$ cat config.mk
export PLATFORM = sky130hd
export DESIGN_NAME = ssp_core
export DESIGN_NICKNAME = d
export VERILOG_FILES = /design/src/verilog/ssp_pkg.sv /design/src/verilog/ssp_core.sv
export SDC_FILE = /design/constraint.sdc
export NUM_CORES = 1
export LEC_CHECK = 0
export ABC_AREA = 1
export BUFFER_PORTS_ARGS = -buffer_cell sky130_fd_sc_hd__buf_2
export CORE_UTILIZATION = 60
export CTS_BUF_LIST = sky130_fd_sc_hd__clkbuf_4 sky130_fd_sc_hd__clkbuf_8 sky130_fd_sc_hd__clkbuf_16
export CTS_CLUSTER_DIAMETER = 80
export CTS_CLUSTER_SIZE = 8
export DETAILED_ROUTE_END_ITERATION = 10
export MAX_ROUTING_LAYER = met4
export PLACE_DENSITY_LB_ADDON = 0.2
export SLEW_MARGIN = 15
export SYNTH_ARGS = -nofsm -noshare
export SYNTH_HDL_FRONTEND = slang
export SYNTH_SLANG_ARGS = --single-unit
$ cat constraint.sdc
create_clock -name core_clk -period 2.3 [get_ports core_clk]
set_input_delay 0.115 -clock core_clk [delete_from_list [all_inputs] [get_ports core_clk]]
set_output_delay 0.115 -clock core_clk [all_outputs]
set_load 0.005 [all_outputs]
$ cat src/verilog/ssp_pkg.sv
// Constants, register map and carrier types of the synchronous slave port.
// Assumes one 40 MHz core clock and a register port with 3-bit addresses.
package ssp_pkg;

    // ************************************************************
    // Register map
    // ************************************************************
    localparam int ADDR_W = 3;
    localparam logic [2:0] OFF_TX_CTRL  = 3'h0;
    localparam logic [2:0] OFF_RX_CTRL  = 3'h1;
    localparam logic [2:0] OFF_BAUD     = 3'h2;
    localparam logic [2:0] OFF_RX_DATA  = 3'h3;
    localparam logic [2:0] OFF_BRG_LO   = 3'h4;
    localparam logic [2:0] OFF_BRG_HI   = 3'h5;
    localparam logic [2:0] OFF_TX_DATA  = 3'h6;
    localparam logic [2:0] OFF_IRQ_CTRL = 3'h7;

    // ************************************************************
    // Field positions
    // ************************************************************
    localparam int TX_MASTER     = 7;
    localparam int TX_NINTH_MODE = 6;
    localparam int TX_ENABLE     = 5;
    localparam int TX_SYNC       = 4;
    localparam int TX_TRMT       = 1;
    localparam int TX_NINTH_VAL  = 0;
    localparam int RC_PORT_EN    = 7;
    localparam int RC_NINTH_MODE = 6;
    localparam int RC_SINGLE     = 5;
    localparam int RC_CONT       = 4;
    localparam int RC_OVERRUN    = 1;
    localparam int RC_NINTH_VAL  = 0;
    localparam int BD_RCIDL      = 6;
    localparam int BD_SCKP       = 4;
    localparam int IE_GLOBAL     = 7;
    localparam int IE_PERIPH     = 6;
    localparam int IE_RX_EN      = 5;
    localparam int IE_TX_EN      = 4;
    localparam int IE_RX_READY   = 1;
    localparam int IE_TX_EMPTY   = 0;

    // ************************************************************
    // Write masks, reset values and character sizes
    // ************************************************************
    localparam logic [7:0] TX_CTRL_WMASK = 8'hfd;
    localparam logic [7:0] RX_CTRL_WMASK = 8'hf8;
    localparam logic [7:0] BAUD_WMASK  = 8'h1b;
    localparam logic [7:0] IRQ_WMASK   = 8'hf0;
    localparam logic [7:0] REG_RESET   = 8'h00;
    localparam logic [3:0] BITS_EIGHT  = 4'h8;
    localparam logic [3:0] BITS_NINE   = 4'h9;

    typedef enum logic [1:0] {
        SSP_MODE_OFF = 2'b00,
        SSP_MODE_TX  = 2'b01,
        SSP_MODE_RX  = 2'b10
    } ssp_mode_type;

    typedef struct packed {
        logic [2:0] addr;
        logic [7:0] wdata;
        logic       wr;
        logic       rd;
    } ssp_bus_req_type;

    typedef struct packed {
        logic ck_out;
        logic ck_oe;
        logic dt_out;
        logic dt_oe;
    } ssp_pin_out_type;

endpackage
$ cat src/verilog/ssp_core.sv
// Synchronous slave serial port: registers, transmit and receive shifting.
// Assumes the shift clock and data pins are asynchronous to core_clk and
// that the link clock is at most one eighth of the core clock.
//
// The strobed register port and the placing of the registers are this design's own decisions.
`timescale 1ns/10ps
module ssp_core #(
    parameter int FIFO_DEPTH = 2
) (
    input  wire logic                     core_clk,
    input  wire logic                     nrst,
    input  wire ssp_pkg::ssp_bus_req_type bus_req,
    output logic [7:0]                    bus_rdata,
    input  wire logic                     serial_clock_pin_in,
    input  wire logic                     serial_data_pin_in,
    output ssp_pkg::ssp_pin_out_type      pins_out,
    output logic                          wake_req,
    output logic                          irq_out
);

    // ************************************************************
    // State
    // ************************************************************
    localparam int CNT_W = $clog2(FIFO_DEPTH + 1);
    localparam logic [CNT_W-1:0] FULL_CNT = CNT_W'(FIFO_DEPTH);

    if (FIFO_DEPTH < 1 || FIFO_DEPTH > 8) begin : g_depth_check
        $error("FIFO_DEPTH must lie between 1 and 8.");
    end

    typedef struct packed {
        logic                         ck_s1;
        logic                         ck_s2;
        logic                         ck_s3;
        logic                         dt_s1;
        logic                         dt_s2;
        logic [7:0]                   tx_ctrl;
        logic [7:0]                   rx_ctrl;
        logic [7:0]                   baud;
        logic [7:0]                   brg_lo;
        logic [7:0]                   brg_hi;
        logic [7:0]                   irqen;
        ssp_pkg::ssp_mode_type        mode;
        logic [8:0]                   hold;
        logic                         hold_valid;
        logic [8:0]                   tx_shift;
        logic                         tx_busy;
        logic [3:0]                   tx_cnt;
        logic                         dout;
        logic [8:0]                   rx_shift;
        logic [3:0]                   rx_cnt;
        logic [FIFO_DEPTH-1:0][8:0]   fifo;
        logic [CNT_W-1:0]             fifo_cnt;
        logic                         overrun;
        logic [7:0]                   rdata;
        logic                         wake;
        logic                         irq;
    } ssp_state_type;

    localparam ssp_state_type ST_RESET = '0;

    ssp_state_type st_reg;
    ssp_state_type st_next;

    function automatic logic [3:0] char_bits(input logic ninth);
        char_bits = ninth ? ssp_pkg::BITS_NINE : ssp_pkg::BITS_EIGHT;
    endfunction

    function automatic ssp_pkg::ssp_mode_type decode_mode(
        input logic [7:0] tx,
        input logic [7:0] rc
    );
        if (!rc[ssp_pkg::RC_PORT_EN] || !tx[ssp_pkg::TX_SYNC]
            || tx[ssp_pkg::TX_MASTER]) begin
            decode_mode = ssp_pkg::SSP_MODE_OFF;
        end else if (rc[ssp_pkg::RC_SINGLE] || rc[ssp_pkg::RC_CONT]) begin
            decode_mode = ssp_pkg::SSP_MODE_RX;
        end else begin
            decode_mode = ssp_pkg::SSP_MODE_TX;
        end
    endfunction

    // ************************************************************
    // Helpers
    // ************************************************************
    logic       clk_rise;
    logic       clk_fall;
    logic       lead_edge;
    logic       trail_edge;
    logic       tx_run;
    logic [3:0] tx_bits;
    logic [3:0] rx_bits;
    logic       tx_buffer_empty_flag;
    logic       rx_ready_flag;
    logic       pop;
    logic       rx_done;
    logic [8:0] rx_char;
    logic [8:0] rx_shifted;
    logic [7:0] rd_val;

    assign clk_rise   = st_reg.ck_s2 & ~st_reg.ck_s3;
    assign clk_fall   = ~st_reg.ck_s2 & st_reg.ck_s3;
    // Clock polarity select swaps which edge leads.
    assign lead_edge  = st_reg.baud[ssp_pkg::BD_SCKP] ? clk_fall : clk_rise;
    assign trail_edge = st_reg.baud[ssp_pkg::BD_SCKP] ? clk_rise : clk_fall;
    assign tx_run     = (st_reg.mode == ssp_pkg::SSP_MODE_TX)
                        && st_reg.tx_ctrl[ssp_pkg::TX_ENABLE];
    assign tx_bits    = char_bits(st_reg.tx_ctrl[ssp_pkg::TX_NINTH_MODE]);
    assign rx_bits    = char_bits(st_reg.rx_ctrl[ssp_pkg::RC_NINTH_MODE]);
    assign tx_buffer_empty_flag = ~st_reg.hold_valid;
    assign rx_ready_flag        = st_reg.fifo_cnt != '0;
    assign pop = bus_req.rd && bus_req.addr == ssp_pkg::OFF_RX_DATA
                 && rx_ready_flag;
    assign rx_shifted = {st_reg.dt_s2, st_reg.rx_shift[8:1]};

    // ************************************************************
    // Next state
    // ************************************************************
    always_comb begin
        st_next = st_reg;
        rx_done = 1'b0;
        rx_char = 9'h000;
        rd_val  = ssp_pkg::REG_RESET;
        // Pins pass two flops before any edge logic looks at them.
        st_next.ck_s1 = serial_clock_pin_in;
        st_next.ck_s2 = st_reg.ck_s1;
        st_next.ck_s3 = st_reg.ck_s2;
        st_next.dt_s1 = serial_data_pin_in;
        st_next.dt_s2 = st_reg.dt_s1;
        st_next.mode  = decode_mode(st_reg.tx_ctrl,
                                    st_reg.rx_ctrl);

        case (st_reg.mode)
            ssp_pkg::SSP_MODE_TX: begin
                st_next.rx_cnt = 4'h0;
                if (!tx_run) begin
                    st_next.tx_busy = 1'b0;
                    st_next.tx_cnt  = 4'h0;
                end else if (st_reg.tx_busy) begin
                    if (lead_edge) begin
                        st_next.dout = st_reg.tx_shift[0];
                        st_next.tx_shift = {1'b0, st_reg.tx_shift[8:1]};
                    end
                    if (trail_edge) begin
                        if (st_reg.tx_cnt == tx_bits - 4'h1) begin
                            st_next.tx_busy = 1'b0;
                            st_next.tx_cnt  = 4'h0;
                        end else begin
                            st_next.tx_cnt = st_reg.tx_cnt + 4'h1;
                        end
                    end
                end else if (st_reg.hold_valid) begin
                    st_next.tx_shift   = st_reg.hold;
                    st_next.tx_busy    = 1'b1;
                    st_next.tx_cnt     = 4'h0;
                    st_next.hold_valid = 1'b0;
                end
            end
            ssp_pkg::SSP_MODE_RX: begin
                // Receiver never idles here; single enable is ignored.
                st_next.tx_busy = 1'b0;
                st_next.tx_cnt  = 4'h0;
                if (trail_edge) begin
                    st_next.rx_shift = rx_shifted;
                    if (st_reg.rx_cnt == rx_bits - 4'h1) begin
                        rx_done = 1'b1;
                        rx_char = st_reg.rx_ctrl[ssp_pkg::RC_NINTH_MODE]
                                  ? rx_shifted
                                  : {1'b0, rx_shifted[8:1]};
                        st_next.rx_cnt = 4'h0;
                    end else begin
                        st_next.rx_cnt = st_reg.rx_cnt + 4'h1;
                    end
                end
            end
            default: begin
                st_next.tx_busy = 1'b0;
                st_next.tx_cnt  = 4'h0;
                st_next.rx_cnt  = 4'h0;
            end
        endcase

        // Pop before push so a read in the completion cycle makes room.
        if (pop) begin
            for (int i = 0; i < FIFO_DEPTH - 1; i++) begin
                st_next.fifo[i] = st_reg.fifo[i+1];
            end
            st_next.fifo_cnt = st_reg.fifo_cnt - CNT_W'(1);
        end
        if (rx_done && !st_reg.overrun) begin
            if (st_next.fifo_cnt == FULL_CNT) begin
                st_next.overrun = 1'b1;
            end else begin
                st_next.fifo[st_next.fifo_cnt] = rx_char;
                st_next.fifo_cnt = st_next.fifo_cnt + CNT_W'(1);
            end
        end
        // Overrun only lives while continuous receive is on.
        if (!st_reg.rx_ctrl[ssp_pkg::RC_CONT]) begin
            st_next.overrun = 1'b0;
        end

        if (bus_req.wr) begin
            case (bus_req.addr)
                ssp_pkg::OFF_TX_CTRL:
                    st_next.tx_ctrl = bus_req.wdata & ssp_pkg::TX_CTRL_WMASK;
                ssp_pkg::OFF_RX_CTRL:
                    st_next.rx_ctrl = bus_req.wdata & ssp_pkg::RX_CTRL_WMASK;
                ssp_pkg::OFF_BAUD:
                    st_next.baud = bus_req.wdata & ssp_pkg::BAUD_WMASK;
                ssp_pkg::OFF_BRG_LO:
                    st_next.brg_lo = bus_req.wdata;
                ssp_pkg::OFF_BRG_HI:
                    st_next.brg_hi = bus_req.wdata;
                ssp_pkg::OFF_IRQ_CTRL:
                    st_next.irqen = bus_req.wdata & ssp_pkg::IRQ_WMASK;
                ssp_pkg::OFF_TX_DATA: begin
                    // Ninth bit is taken as it stands at the data write.
                    st_next.hold = {st_reg.tx_ctrl[ssp_pkg::TX_NINTH_VAL],
                                    bus_req.wdata};
                    st_next.hold_valid = 1'b1;
                end
                default: ;
            endcase
        end

        if (bus_req.rd) begin
            case (bus_req.addr)
                ssp_pkg::OFF_TX_CTRL: begin
                    rd_val = st_reg.tx_ctrl;
                    rd_val[ssp_pkg::TX_TRMT] = ~st_reg.tx_busy;
                end
                ssp_pkg::OFF_RX_CTRL: begin
                    rd_val = st_reg.rx_ctrl;
                    rd_val[ssp_pkg::RC_OVERRUN] = st_reg.overrun;
                    rd_val[ssp_pkg::RC_NINTH_VAL] = rx_ready_flag
                        && st_reg.rx_ctrl[ssp_pkg::RC_NINTH_MODE]
                        && st_reg.fifo[0][8];
                end
                ssp_pkg::OFF_BAUD: begin
                    rd_val = st_reg.baud;
                    rd_val[ssp_pkg::BD_RCIDL] = st_reg.rx_cnt == 4'h0;
                end
                ssp_pkg::OFF_RX_DATA:
                    rd_val = rx_ready_flag ? st_reg.fifo[0][7:0]
                                           : ssp_pkg::REG_RESET;
                ssp_pkg::OFF_BRG_LO: rd_val = st_reg.brg_lo;
                ssp_pkg::OFF_BRG_HI: rd_val = st_reg.brg_hi;
                ssp_pkg::OFF_IRQ_CTRL: begin
                    rd_val = st_reg.irqen;
                    rd_val[ssp_pkg::IE_RX_READY] = rx_ready_flag;
                    rd_val[ssp_pkg::IE_TX_EMPTY] = tx_buffer_empty_flag;
                end
                default: rd_val = ssp_pkg::REG_RESET;
            endcase
        end
        st_next.rdata = rd_val;

        // Clearing the port enable empties the whole serial unit.
        if (!st_reg.rx_ctrl[ssp_pkg::RC_PORT_EN]) begin
            st_next.hold_valid = 1'b0;
            st_next.tx_busy    = 1'b0;
            st_next.rx_cnt     = 4'h0;
            st_next.fifo_cnt   = '0;
            st_next.overrun    = 1'b0;
        end

        // Wake takes one more core clock edge after the flags themselves.
        st_next.wake = (st_reg.irqen[ssp_pkg::IE_PERIPH]
                        && st_reg.irqen[ssp_pkg::IE_TX_EN]
                        && tx_buffer_empty_flag)
                       || (st_reg.irqen[ssp_pkg::IE_RX_EN]
                        && rx_ready_flag);
        st_next.irq = st_next.wake && st_reg.irqen[ssp_pkg::IE_GLOBAL];
    end

    always_ff @(posedge core_clk) begin
        if (!nrst) begin
            st_reg <= ST_RESET;
        end else begin
            st_reg <= st_next;
        end
    end

    // ************************************************************
    // Outputs
    // ************************************************************
    assign bus_rdata       = st_reg.rdata;
    assign pins_out.ck_out = 1'b0;
    assign pins_out.ck_oe  = 1'b0;
    assign pins_out.dt_out = st_reg.dout;
    assign pins_out.dt_oe  = tx_run;
    assign wake_req        = st_reg.wake;
    assign irq_out         = st_reg.irq;
endmodule

Yosys cells after proc, flatten, opt, wreduce, memory -nomap -nowiden

Cells that the tools add are included.

Register bits after elaboration: 112
Output and inout port bits: 14
Bits of input ports: 17

Eq/ne operators: 14
Add/subtract/negate cells: 6
Multiplexer cells: 33
$lt $le $gt $ge: 2
Reduce and logical (&&, ||, !) cells: 42
Bitwise logic cells: 8

Operator list:

| operator                                                              | number |
|---|---|
| 8-bit one-hot mux with 7 select lines                                 | 1 |
| 9-bit two-way mux                                                     | 6 |
| 14-bit two-way mux                                                    | 2 |
| 2-bit AND reduction                                                   | 13 |
| 11-bit two-way mux                                                    | 2 |
| 10-bit two-way mux                                                    | 2 |
| 18-bit bitwise mux                                                    | 1 |
| 3-bit equality test, second input constant                            | 4 |
| 1-bit two-way mux                                                     | 12 |
| 12-bit two-way mux                                                    | 1 |
| 4-bit AND reduction                                                   | 3 |
| 1-bit logical AND                                                     | 11 |
| 9-bit demux with 1-bit select                                         | 1 |
| 3-bit AND reduction                                                   | 3 |
| 4-bit by 1-bit adder with 4-bit output, second input constant         | 2 |
| 4-bit equality test                                                   | 2 |
| 4-bit two-way mux                                                     | 2 |
| 8-bit two-way mux                                                     | 1 |
| 4-bit by 1-bit subtractor with 4-bit output, second input constant    | 2 |
| 3-bit by 2-bit equality test with 1-bit output, second input constant | 2 |
| 1-bit inverter                                                        | 6 |
| 5-bit two-way mux                                                     | 1 |
| 2-bit equality test, second input constant                            | 2 |
| 4-bit logical NOT                                                     | 1 |
| 14 further kinds                                                      | 22 |

Depth between registers and ports, before layout

Gate-level depths: netlist of run 1.

Depth in word-level cells: 11
Mapped depth: 16

Worst setup path before layout of run 1

OpenSTA, ideal clock, no wires.

Path kind: register -> register
Start point: reg st_reg[11] (netlist name)
End point: reg st_reg[26] (netlist name)
Library setup time: 113 ps
Path buffers: 2
Arrival: 1991 ps
Path slack: 196 ps
Stages on the path, launching flop included: 16
Cell sequence: dfxtp_1 inv_1 ha_1 nor2_2 nand2_2 buf_6 nand2_4 nand2_1 ha_1 inv_1 nand3_4 nor2_4 nand2_4 buf_6 nor2_1 nor2_1

Longest elaborated chain between the ends: 8
Elaborated cells between the ends (all ways): 13
Classes of those cells: add/sub (1); order compare (2); eq/ne (1); mux (4); bitwise (1); reduce/logical (4)

RTL lines:

| element                                                                                                    | line            | RTL |
|---|---|---|
| start, declared                                                                                            | ssp_core.sv:62  | `ssp_state_type st_reg;` |
| start signal, assigned                                                                                     | ssp_core.sv:281 | `st_reg <= st_next;` |
| branches (longest 2 deep; another with 2-bit by 1-bit subtractor with 2-bit output)                        | --              |  |
| 11-bit two-way mux (*)                                                                                     | ssp_core.sv:184 | `if (pop) begin` |
| 2-bit by 1-bit >= comparator with 1-bit output (implied by the code) or 2-bit < comparator (tied branches) | ssp_core.sv:194 | `st_next.fifo[st_next.fifo_cnt] = rx_char;` |
| 1-bit logical AND (implied by the code)                                                                    | ssp_core.sv:194 |  |
| 9-bit two-way mux (implied by the code)                                                                    | ssp_core.sv:194 |  |
| 9-bit demux with 1-bit select                                                                              | ssp_core.sv:194 |  |
| 18-bit bitwise mux                                                                                         | ssp_core.sv:194 |  |

Every way passes the cells marked *.
A chain may end at the register's enable or synchronous reset.

Worst setup path in the final report of run 1

Start point: reg st_reg[12] (netlist name)
End point: reg st_reg[14] (netlist name)

Longest elaborated chain between the ends: 10
Elaborated cells between the ends (all ways): 13
Classes of those cells: add/sub (1); order compare (2); eq/ne (1); mux (6); reduce/logical (3)

RTL lines:

| element                                                                                                    | line            | RTL |
|---|---|---|
| branches (longest 2 deep; another with 2-bit by 1-bit subtractor with 2-bit output)                        | --              |  |
| 11-bit two-way mux (*)                                                                                     | ssp_core.sv:184 |  |
| 2-bit by 1-bit >= comparator with 1-bit output (implied by the code) or 2-bit < comparator (tied branches) | ssp_core.sv:194 |  |
| 1-bit logical AND (implied by the code)                                                                    | ssp_core.sv:194 |  |
| 9-bit two-way mux (implied by the code)                                                                    | ssp_core.sv:194 |  |
| 9-bit demux with 1-bit select                                                                              | ssp_core.sv:194 |  |
| 18-bit bitwise mux                                                                                         | ssp_core.sv:194 |  |
| 11-bit two-way mux                                                                                         | ssp_core.sv:191 | `if (st_next.fifo_cnt == FULL_CNT) begin` |
| 12-bit two-way mux (*)                                                                                     | ssp_core.sv:190 | `if (rx_done && !st_reg.overrun) begin` |

Marks and branches as above.

==> out/metrics.cfg, run 1 <==
[status]
status=complete, no violations

[synthesis]
synthTopCellsByArea=dfxtp_1 44%, nand2_1 9.9%, a21oi_1 8.2%
synthMuxAreaShare=0
synthCells=706
synth_area_per_cell_um2=7.101
synth-compound-area-share=0.1832
ys_warn_count=0
seq_area_frac_synth=0.4432
synth_fa_ha_area_frac=0.01248
synth_ff_type=dfxtp_1
synth-edff-count=0
synth_top_area_share=0.4432
synth_xor_area_frac=0.005241
async_reset_ff_frac=0
synth_area_leader_cell=dfxtp_1
ys_types=35
ys_ff_latch=111
syn_area_um2=5014
synth_top_family_by_area=simple AND/OR/NAND/NOR gates
synthSimpleGateAreaFrac=0.2361

[power]
power_density_nw_per_um2=625.1
power.total_mw=3.380
leakagePower_nw=2.333
peakVddDrop_uv=348.1

[cts]
clk_path_buf_depth=2
path_clk_slew_ns=0.10
numClockSinks=111
htree_levels=3
clkLatencyLatePin_ns=0.38
cts_buffers=9
clockRootBuffer=clkbuf_8
cts_tree=yes

[critical_path]
path_class=register to register
worstPathMaxFanout=18
crit_chain=inv_1 > ha_4 > nor2_4 > buf_4 > nand3_1 > nand2_1 > ha_2 > inv_1 > nand3_4 > nor2_4 > nand2_4 > nand2_1 > nand2_1 > nor2_1
critPathBufInv=3
max_stage_delay_ns=0.39
cp_data_arrival_time_ns=2.35
crit_slowest_cell=dfxtp_1
path_delay_family=simple AND/OR/NAND/NOR gates
cp-start-kind=register
end_kind=register
required_ns=2.57
worst_path_most_repeated_cell=nand2_1

[sta]
rsz0062_at_grt=no
final.min_clock_period_ns=2.073
finalHoldViolations=0
tns_ns=0
timing.hold.ws_ns=0.06138
skew_ns=0.01206
fmax_mhz=482.5
setup_ws_ns=0.2273
max-slew-margin-rel=0.5836
slew_violations=0
finalSetupViolations=0
fin_crit_sh=0.9012
tightest_slew_ns=0.6208

[global_route]
grt_usage=0.2936
grt_pass1_vias=4081
grt_antenna_before_repair=0
overflow=0
grt_max_degree=33
grt_pass1_wl_um=19350

[cells_and_area]
final-seq-area_um2=2223
nets=744
num-fill-cells=688
final_cell_count_no_fill=829
fin_util=0.6856
layout_commonest_cell=nand2_1
diodes=0
final_cell_mix=131 x nand2_1, 110 x dfxtp_1, 96 x inv_1
multi_input_area_um2=2232
layout-drive-gt1-share=0.1128
synthToLayoutAreaGrowth_pct=7.861
largest_reg_flops=88
final_cell_area_um2=5408

[route]
firstDrtPassIters=5
initialDrtViolationCount=364
drc=0
ant_nets=0
routedWlPerCell_um=14.41
finalWirelength_um=11940
num_vias=4564
viasPerCell=5.505

[placement]
hpwl_um=8457
io_buffers=28
pre_cts_ws_ns=0.06129
postPlaceCellArea_um2=5135
gp_congestion=0.9592
dp.cells=809

[job]
cap_violations=0

[min_path]
min_path_type=input port to register

[floorplanning]
die_width_um=93.41
core.rowCount=32
die_y_um=93.41
ios=31
die_area_um2=8725
fp.coreArea_um2=7888
start_util=0.6356

-- cells by family after synthesis --
kind of cell,Yosys count
simple gates,274
compound gates,174
buf+inv,138
flops,111
fa+ha+maj,5
xor+xnor,3
other cells,1
-- layout make-up --
class                      instances  area share
clock buffer                      11     0.02684
inverter                         101     0.07011
timing repair buffer              40     0.04350
multi-input combinational        459      0.4128
tap                              102     0.02360
clock inverter                     5     0.01203
sequential                       111      0.4112
-- layer usage --
layer,routed length [µm],up-vias,global-route usage
met2,5494,211,0.4602
li1,-,2275,-
met3,931,32,0.05854
met1,5204,2046,0.3824
met4,314,0,0.09359
met5,0,-,-
-- cells in the mapped netlist (2+ instances only) --
| library cell | instances |
|---|---|
| clkbuf_1 | 15 |
| nand3_1 | 33 |
| xor2_1 | 3 |
| inv_2 | 2 |
| buf_4 | 13 |
| o21ai_0 | 68 |
| buf_6 | 3 |
| o211ai_1 | 2 |
| o22ai_1 | 12 |
| nand2_4 | 3 |
| nor3_1 | 3 |
| or2_2 | 4 |
| nand2_2 | 7 |
| buf_2 | 6 |
| clkinv_1 | 2 |
| nand2_1 | 132 |
| ha_1 | 5 |
| a21oi_1 | 82 |
| nor2_1 | 83 |
| inv_1 | 97 |
| dfxtp_1 | 111 |
| nor2_4 | 3 |
| a22oi_1 | 5 |
-- path summary, 6_finish.rpt --
path,from,slack (ns),endpoint,cells after the start
max,st_reg[12],0.23,st_reg[14],14
min,bus_req[4],0.06,st_reg[81],3
max reg2reg,st_reg[12],0.23,st_reg[14],14
min reg2reg,st_next[122],0.42,st_next[121],2
-- timing repair --
| item | 4_1_cts | 5_1_grt |
|---|---|---|
| hold buffers | 2 | 0 |
| resized for setup | 0 | 8 |
| hold endpoints to repair | 2 | 0 |
| endpoints found under the setup margin | 0 | 18 |
| setup buffers | 0 | 1 |
-- power by group --
group | internal [mW] | leakage, nW | switching (mW)
clock network | 0.558 | 0.108 | 0.672
logic | 0.0519 | 1.33 | 0.133
registers | 1.95 | 0.898 | 0.0142
-- worst register-to-register path, cell delays in order, from the launching register on --
cell,delay [ns]
dfxtp_1,0.39
inv_1,0.09
ha_4,0.17
nor2_4,0.12
buf_4,0.13
nand3_1,0.15
nand2_1,0.16
ha_2,0.20
inv_1,0.06
nand3_4,0.10
nor2_4,0.05
nand2_4,0.16
nand2_1,0.08
nand2_1,0.06
nor2_1,0.05
Note: power is estimated with default switching activity, not from simulation.
==> run 2: changes to the inputs <==
- RECOVER_POWER: not set -> 25
==> out/metrics.cfg, run 2 (synthesis gave the netlist of run 1 again) <==
[status]
status=complete, no violations

[power]
power.total_mw=3.378  ; about the same
leakagePower_nw=2.315  ; -0.77%
peakVddDrop_uv=348.0  ; about the same
power_density_nw_per_um2=625.6  ; about the same

[route]
viasPerCell=5.495  ; -0.20%
finalWirelength_um=11950  ; about the same
ant_nets=0  ; unchanged
firstDrtPassIters=5  ; unchanged
initialDrtViolationCount=368  ; +1.1%
drc=0  ; unchanged
num_vias=4555  ; -0.20%
routedWlPerCell_um=14.41  ; about the same

[cells_and_area]
final_cell_mix=131 x nand2_1, 110 x dfxtp_1, 96 x inv_1
nets=744  ; unchanged
diodes=0  ; unchanged
final_cell_area_um2=5399  ; -0.16%
layout-drive-gt1-share=0.1059  ; -0.006878
num-fill-cells=691  ; +0.44%
final_cell_count_no_fill=829  ; unchanged
layout_commonest_cell=nand2_1
synthToLayoutAreaGrowth_pct=7.687
largest_reg_flops=88  ; unchanged

[cts]
clockRootBuffer=clkbuf_8
cts_tree=yes
htree_levels=3  ; unchanged
clk_path_buf_depth=2  ; unchanged
cts_buffers=9  ; unchanged
path_clk_slew_ns=0.10  ; about the same
clkLatencyLatePin_ns=0.38  ; about the same
numClockSinks=111  ; unchanged

[critical_path]
critical_path_depth=14  ; unchanged
cp-startpoint=st_reg[12]
cp_data_arrival_time_ns=2.35  ; about the same
rrSetupSlack_ns=0.23  ; about the same
crit_slowest_cell=dfxtp_1
cp-start-kind=register
max_stage_delay_ns=0.39  ; about the same
crit_chain=inv_1 > ha_4 > nor2_4 > buf_4 > nand3_1 > nand2_1 > ha_2 > inv_1 > nand3_4 > nor2_4 > nand2_4 > nand2_1 > nand2_1 > nor2_1
path_class=register to register
critPathBufInv=3  ; unchanged
rr_worst_depth=14  ; unchanged
worst_path_most_repeated_cell=nand2_1
reg2reg_from=st_reg[12]
path_delay_family=simple AND/OR/NAND/NOR gates
crit_end=st_reg[14]
worstPathMaxFanout=18  ; unchanged
required_ns=2.57  ; about the same
end_kind=register
r2r_end=st_reg[14]

[placement]
dp.cells=809  ; unchanged
gp_congestion=0.9592  ; unchanged
io_buffers=28  ; unchanged
postPlaceCellArea_um2=5135  ; unchanged
hpwl_um=8457  ; unchanged

[global_route]
grt_pass1_wl_um=19350  ; unchanged
grt_pass1_vias=4081  ; unchanged
grt_usage=0.2936  ; unchanged
overflow=0  ; unchanged
grt_max_degree=33  ; unchanged
grt_antenna_before_repair=0  ; unchanged

[floorplanning]
die_width_um=93.41  ; unchanged
die_area_um2=8725  ; unchanged
core.rowCount=32  ; unchanged
start_util=0.6356  ; unchanged
die_y_um=93.41  ; unchanged
fp.coreArea_um2=7888  ; unchanged
ios=31  ; unchanged

[min_path]
min_path_cells=3  ; unchanged
holdCritStartpoint=bus_req[4]
min_path_type=input port to register

[sta]
tightest_slew_ns=1.264  ; +0.6433 ns
final.min_clock_period_ns=2.073  ; -0.00003900 ns
timing.hold.ws_ns=0.06122  ; -0.0001520 ns
fin_crit_sh=0.9012  ; about the same
rsz0062_at_grt=no
max-slew-margin-rel=0.1573  ; -0.4263
slew_violations=0  ; unchanged
fmax_mhz=482.5  ; about the same
tns_ns=0  ; unchanged
finalSetupViolations=0  ; unchanged
finalHoldViolations=0  ; unchanged
skew_ns=0.01206  ; +0.000002700 ns

[job]
cap_violations=0  ; unchanged

## run 2: changes by cell type in the layout (fill, tap and decap cells not counted), sizes merged
cell    change
clkbuf      +4
buf         -4
## run 2: metrics by stage
step / util / setup slack, ns
final: 0.6845 / 0.2273
after floorplan: - / 0.1958
after global placement: 0.6510 / 0.2314
after CTS: 0.6802 / 0.02517
after detailed placement: 0.6510 / 0.06129
after global routing: 0.6845 / 0.06940
## run 2: worst min path at each step
stage	end	slack (ns)
detailed placement	st_next[119]	0.30
floorplan	st_next[119]	0.21
CTS	st_reg[111]	0.05
finish	st_reg[81]	0.06
global route	st_reg[89]	0.04
global placement	st_next[122]	0.30
## run 2: layout make-up
type,instances,area (µm²),area share
multi-input cells,459,2232,0.4134
flip-flops and latches,111,2223,0.4118
inverters,101,379.1,0.07022
repair buffers,40,226.5,0.04195
clock buffers,11,145.1,0.02688
well taps,102,127.6,0.02364
clock inverters,5,65.06,0.01205
## run 2: what timing repair did
action / CTS / global route
hold buffers: 2 / 0
gates resized for setup: 0 / 8
endpoints found under the hold margin: 2 / 0
setup buffers: 0 / 1
setup endpoints to repair: 0 / 18
## run 2: per-layer routing
metal	global-route usage	part of all wire	routed length, µm	vias up
met2	0.4602	0.46	5498	198
met4	0.09359	0.026	315	0
met5	-	0	0	-
li1	-	-	-	2275
met3	0.05854	0.076	908	35
met1	0.3824	0.44	5222	2047
## run 2: worst reg2reg max path, stage by stage (launching register included)
cell and delay (ns):
dfxtp_1 0.39, inv_1 0.09, ha_4 0.17, nor2_4 0.12
buf_4 0.13, nand3_1 0.15, nand2_1 0.16, ha_2 0.20
inv_1 0.06, nand3_4 0.10, nor2_4 0.05, nand2_4 0.16
nand2_1 0.08, nand2_1 0.06, nor2_1 0.05
## run 2: power breakdown
group / total [mW] / internal (mW) / switching, mW
registers: 1.97 / 1.95 / 0.0142
clock network: 1.23 / 0.558 / 0.670
logic: 0.184 / 0.0511 / 0.133
total: 3.38 / 2.56 / 0.817
==> run 3: changes to the inputs <==
- CORE_MARGIN: not set -> 1
- CORE_UTILIZATION: 60 -> 65
- clock period: 2.3 -> 2.5 ns (I/O delays scaled with it)
==> out/metrics.cfg, run 3 (synthesis gave the netlist of run 1 again) <==
[min_path]
min_path_type=input port to register
whs_endpoint=st_reg[81]
holdCritStartpoint=bus_req[4]
min_path_cells=3  ; unchanged

[sta]
final.min_clock_period_ns=2.194  ; +0.1216 ns
tightest_slew_ns=0.7638  ; -0.5003 ns
max-slew-margin-rel=0.4908  ; +0.3335
finalHoldViolations=0  ; unchanged
tns_ns=0  ; unchanged
fin_crit_sh=0.8777  ; -0.02344
slew_violations=0  ; unchanged
rsz0062_at_grt=no
fmax_mhz=455.7  ; -5.5%
finalSetupViolations=0  ; unchanged
skew_ns=0.009935  ; -0.002126 ns

[critical_path]
cp-startpoint=st_reg[11]
rrSetupSlack_ns=0.31  ; +0.08 ns
rr_worst_depth=14  ; unchanged
reg2reg_from=st_reg[11]
cp-start-kind=register
path_class=register to register
required_ns=2.81  ; +0.24 ns
end_kind=register
worstPathMaxFanout=16  ; -2
r2r_end=st_reg[22]
cp_data_arrival_time_ns=2.50  ; +0.15 ns

[route]
routedWlPerCell_um=13.92  ; -3.4%
ant_nets=0  ; unchanged
viasPerCell=5.490  ; about the same
num_vias=4496  ; -1.3%
drc=0  ; unchanged
firstDrtPassIters=5  ; unchanged
finalWirelength_um=11400  ; -4.6%
initialDrtViolationCount=285  ; -23%

[floorplanning]
die_width_um=89.83  ; -3.8%
die_y_um=89.83  ; -3.8%
start_util=0.6803  ; +0.04468
core.rowCount=31  ; -3.1%
die_area_um2=8069  ; -7.5%
fp.coreArea_um2=7370  ; -6.6%
ios=31  ; unchanged

[global_route]
overflow=0  ; unchanged
grt_antenna_before_repair=0  ; unchanged
grt_pass1_wl_um=19150  ; -1.0%
grt_pass1_vias=4221  ; +3.4%
grt_usage=0.3006  ; +0.006983
grt_max_degree=42  ; +27%

[placement]
hpwl_um=8291  ; -2.0%
gp_congestion=0.9253  ; -3.5%
io_buffers=28  ; unchanged

[power]
power.total_mw=2.970  ; -12%
peakVddDrop_uv=465.4  ; +34%
leakagePower_nw=2.244  ; -3.0%
power_density_nw_per_um2=561.1  ; -10%

[cells_and_area]
fin_util=0.7183  ; +0.03385
layout_commonest_cell=nand2_1
layout-drive-gt1-share=0.09167  ; -0.01425
nets=737  ; -0.94%
synthToLayoutAreaGrowth_pct=5.590
final_cell_mix=132 x nand2_1, 111 x dfxtp_1, 97 x inv_1
diodes=0  ; unchanged
largest_reg_flops=88  ; unchanged

[status]
status=complete, no violations

[cts]
clkLatencyLatePin_ns=0.37  ; about the same
numClockSinks=111  ; unchanged
htree_levels=3  ; unchanged
cts_tree=yes
clk_path_buf_depth=2  ; unchanged
cts_buffers=9  ; unchanged
path_clk_slew_ns=0.11  ; about the same
cts_setup_buffers=0  ; unchanged
clockRootBuffer=clkbuf_8

[job]
cap_violations=0  ; unchanged

[run 3: critical path, stage by stage, from the launching register on]
cell     delay, ns
dfxtp_1       0.37
inv_1         0.08
ha_1          0.25
nor2_4        0.17
nand2_2       0.11
nand2_1       0.07
nand2_1       0.11
ha_1          0.25
inv_1         0.09
nand3_4       0.10
nor2_4        0.13
nand2_4       0.13
nand2_1       0.11
nand2_1       0.06
nor2_1        0.10
[run 3: cell type report]
cell class | count | area (µm²)
sequential | 111 | 2222
multi-input combinational | 458 | 2203
fill | 627 | 2076
inverter | 101 | 379.1
timing repair buffer | 34 | 182.7
clock buffer | 10 | 137.6
tap | 99 | 123.9
clock inverter | 6 | 45.04
[run 3: worst max-delay path by stage]
stage                       endpoint  slack (ns)  cells past startpoint
after floorplan           st_reg[26]        0.40                     15
after global placement    st_reg[23]        0.43                     13
after detailed placement  st_reg[22]        0.27                     14
after CTS                 st_reg[22]        0.23                     14
after global routing      st_reg[22]        0.06                     14
final                     st_reg[22]        0.31                     14
[run 3: through the flow]
stage          worst slack (ns)  hold WS [ns]  std cells  area [µm²]
5_1_grt                 0.06260       0.06958        819        5294
3_3_place_gp             0.4320        0.3065        801        5094
2_1_floorplan            0.3958        0.2226        707        5017
3_5_place_dp             0.2733        0.3118        801        5094
6_report                 0.3057       0.07108        819        5294
4_1_cts                  0.2310       0.07171        819        5296
[run 3: where the power goes]
group	switching [mW]	internal [mW]	total (mW)	leakage, nW
registers	0.0156	1.80	1.81	0.898
logic	0.118	0.0445	0.162	1.26
clock network	0.604	0.393	0.997	0.0849
[run 3: repair_timing]
action	in CTS	in global routing
resized for setup	0	1
endpoints found under the hold margin	2	0
hold buffers	2	0
endpoints found under the setup margin	0	1
[run 3: per-layer routing]
layer / track usage / wire length [µm] / up-vias
met4: 0.1052 / 253 / 0
met1: 0.3787 / 4995 / 2054
met3: 0.04907 / 758 / 23
met2: 0.4904 / 5391 / 156
li1: - / - / 2263
met5: - / 0 / -
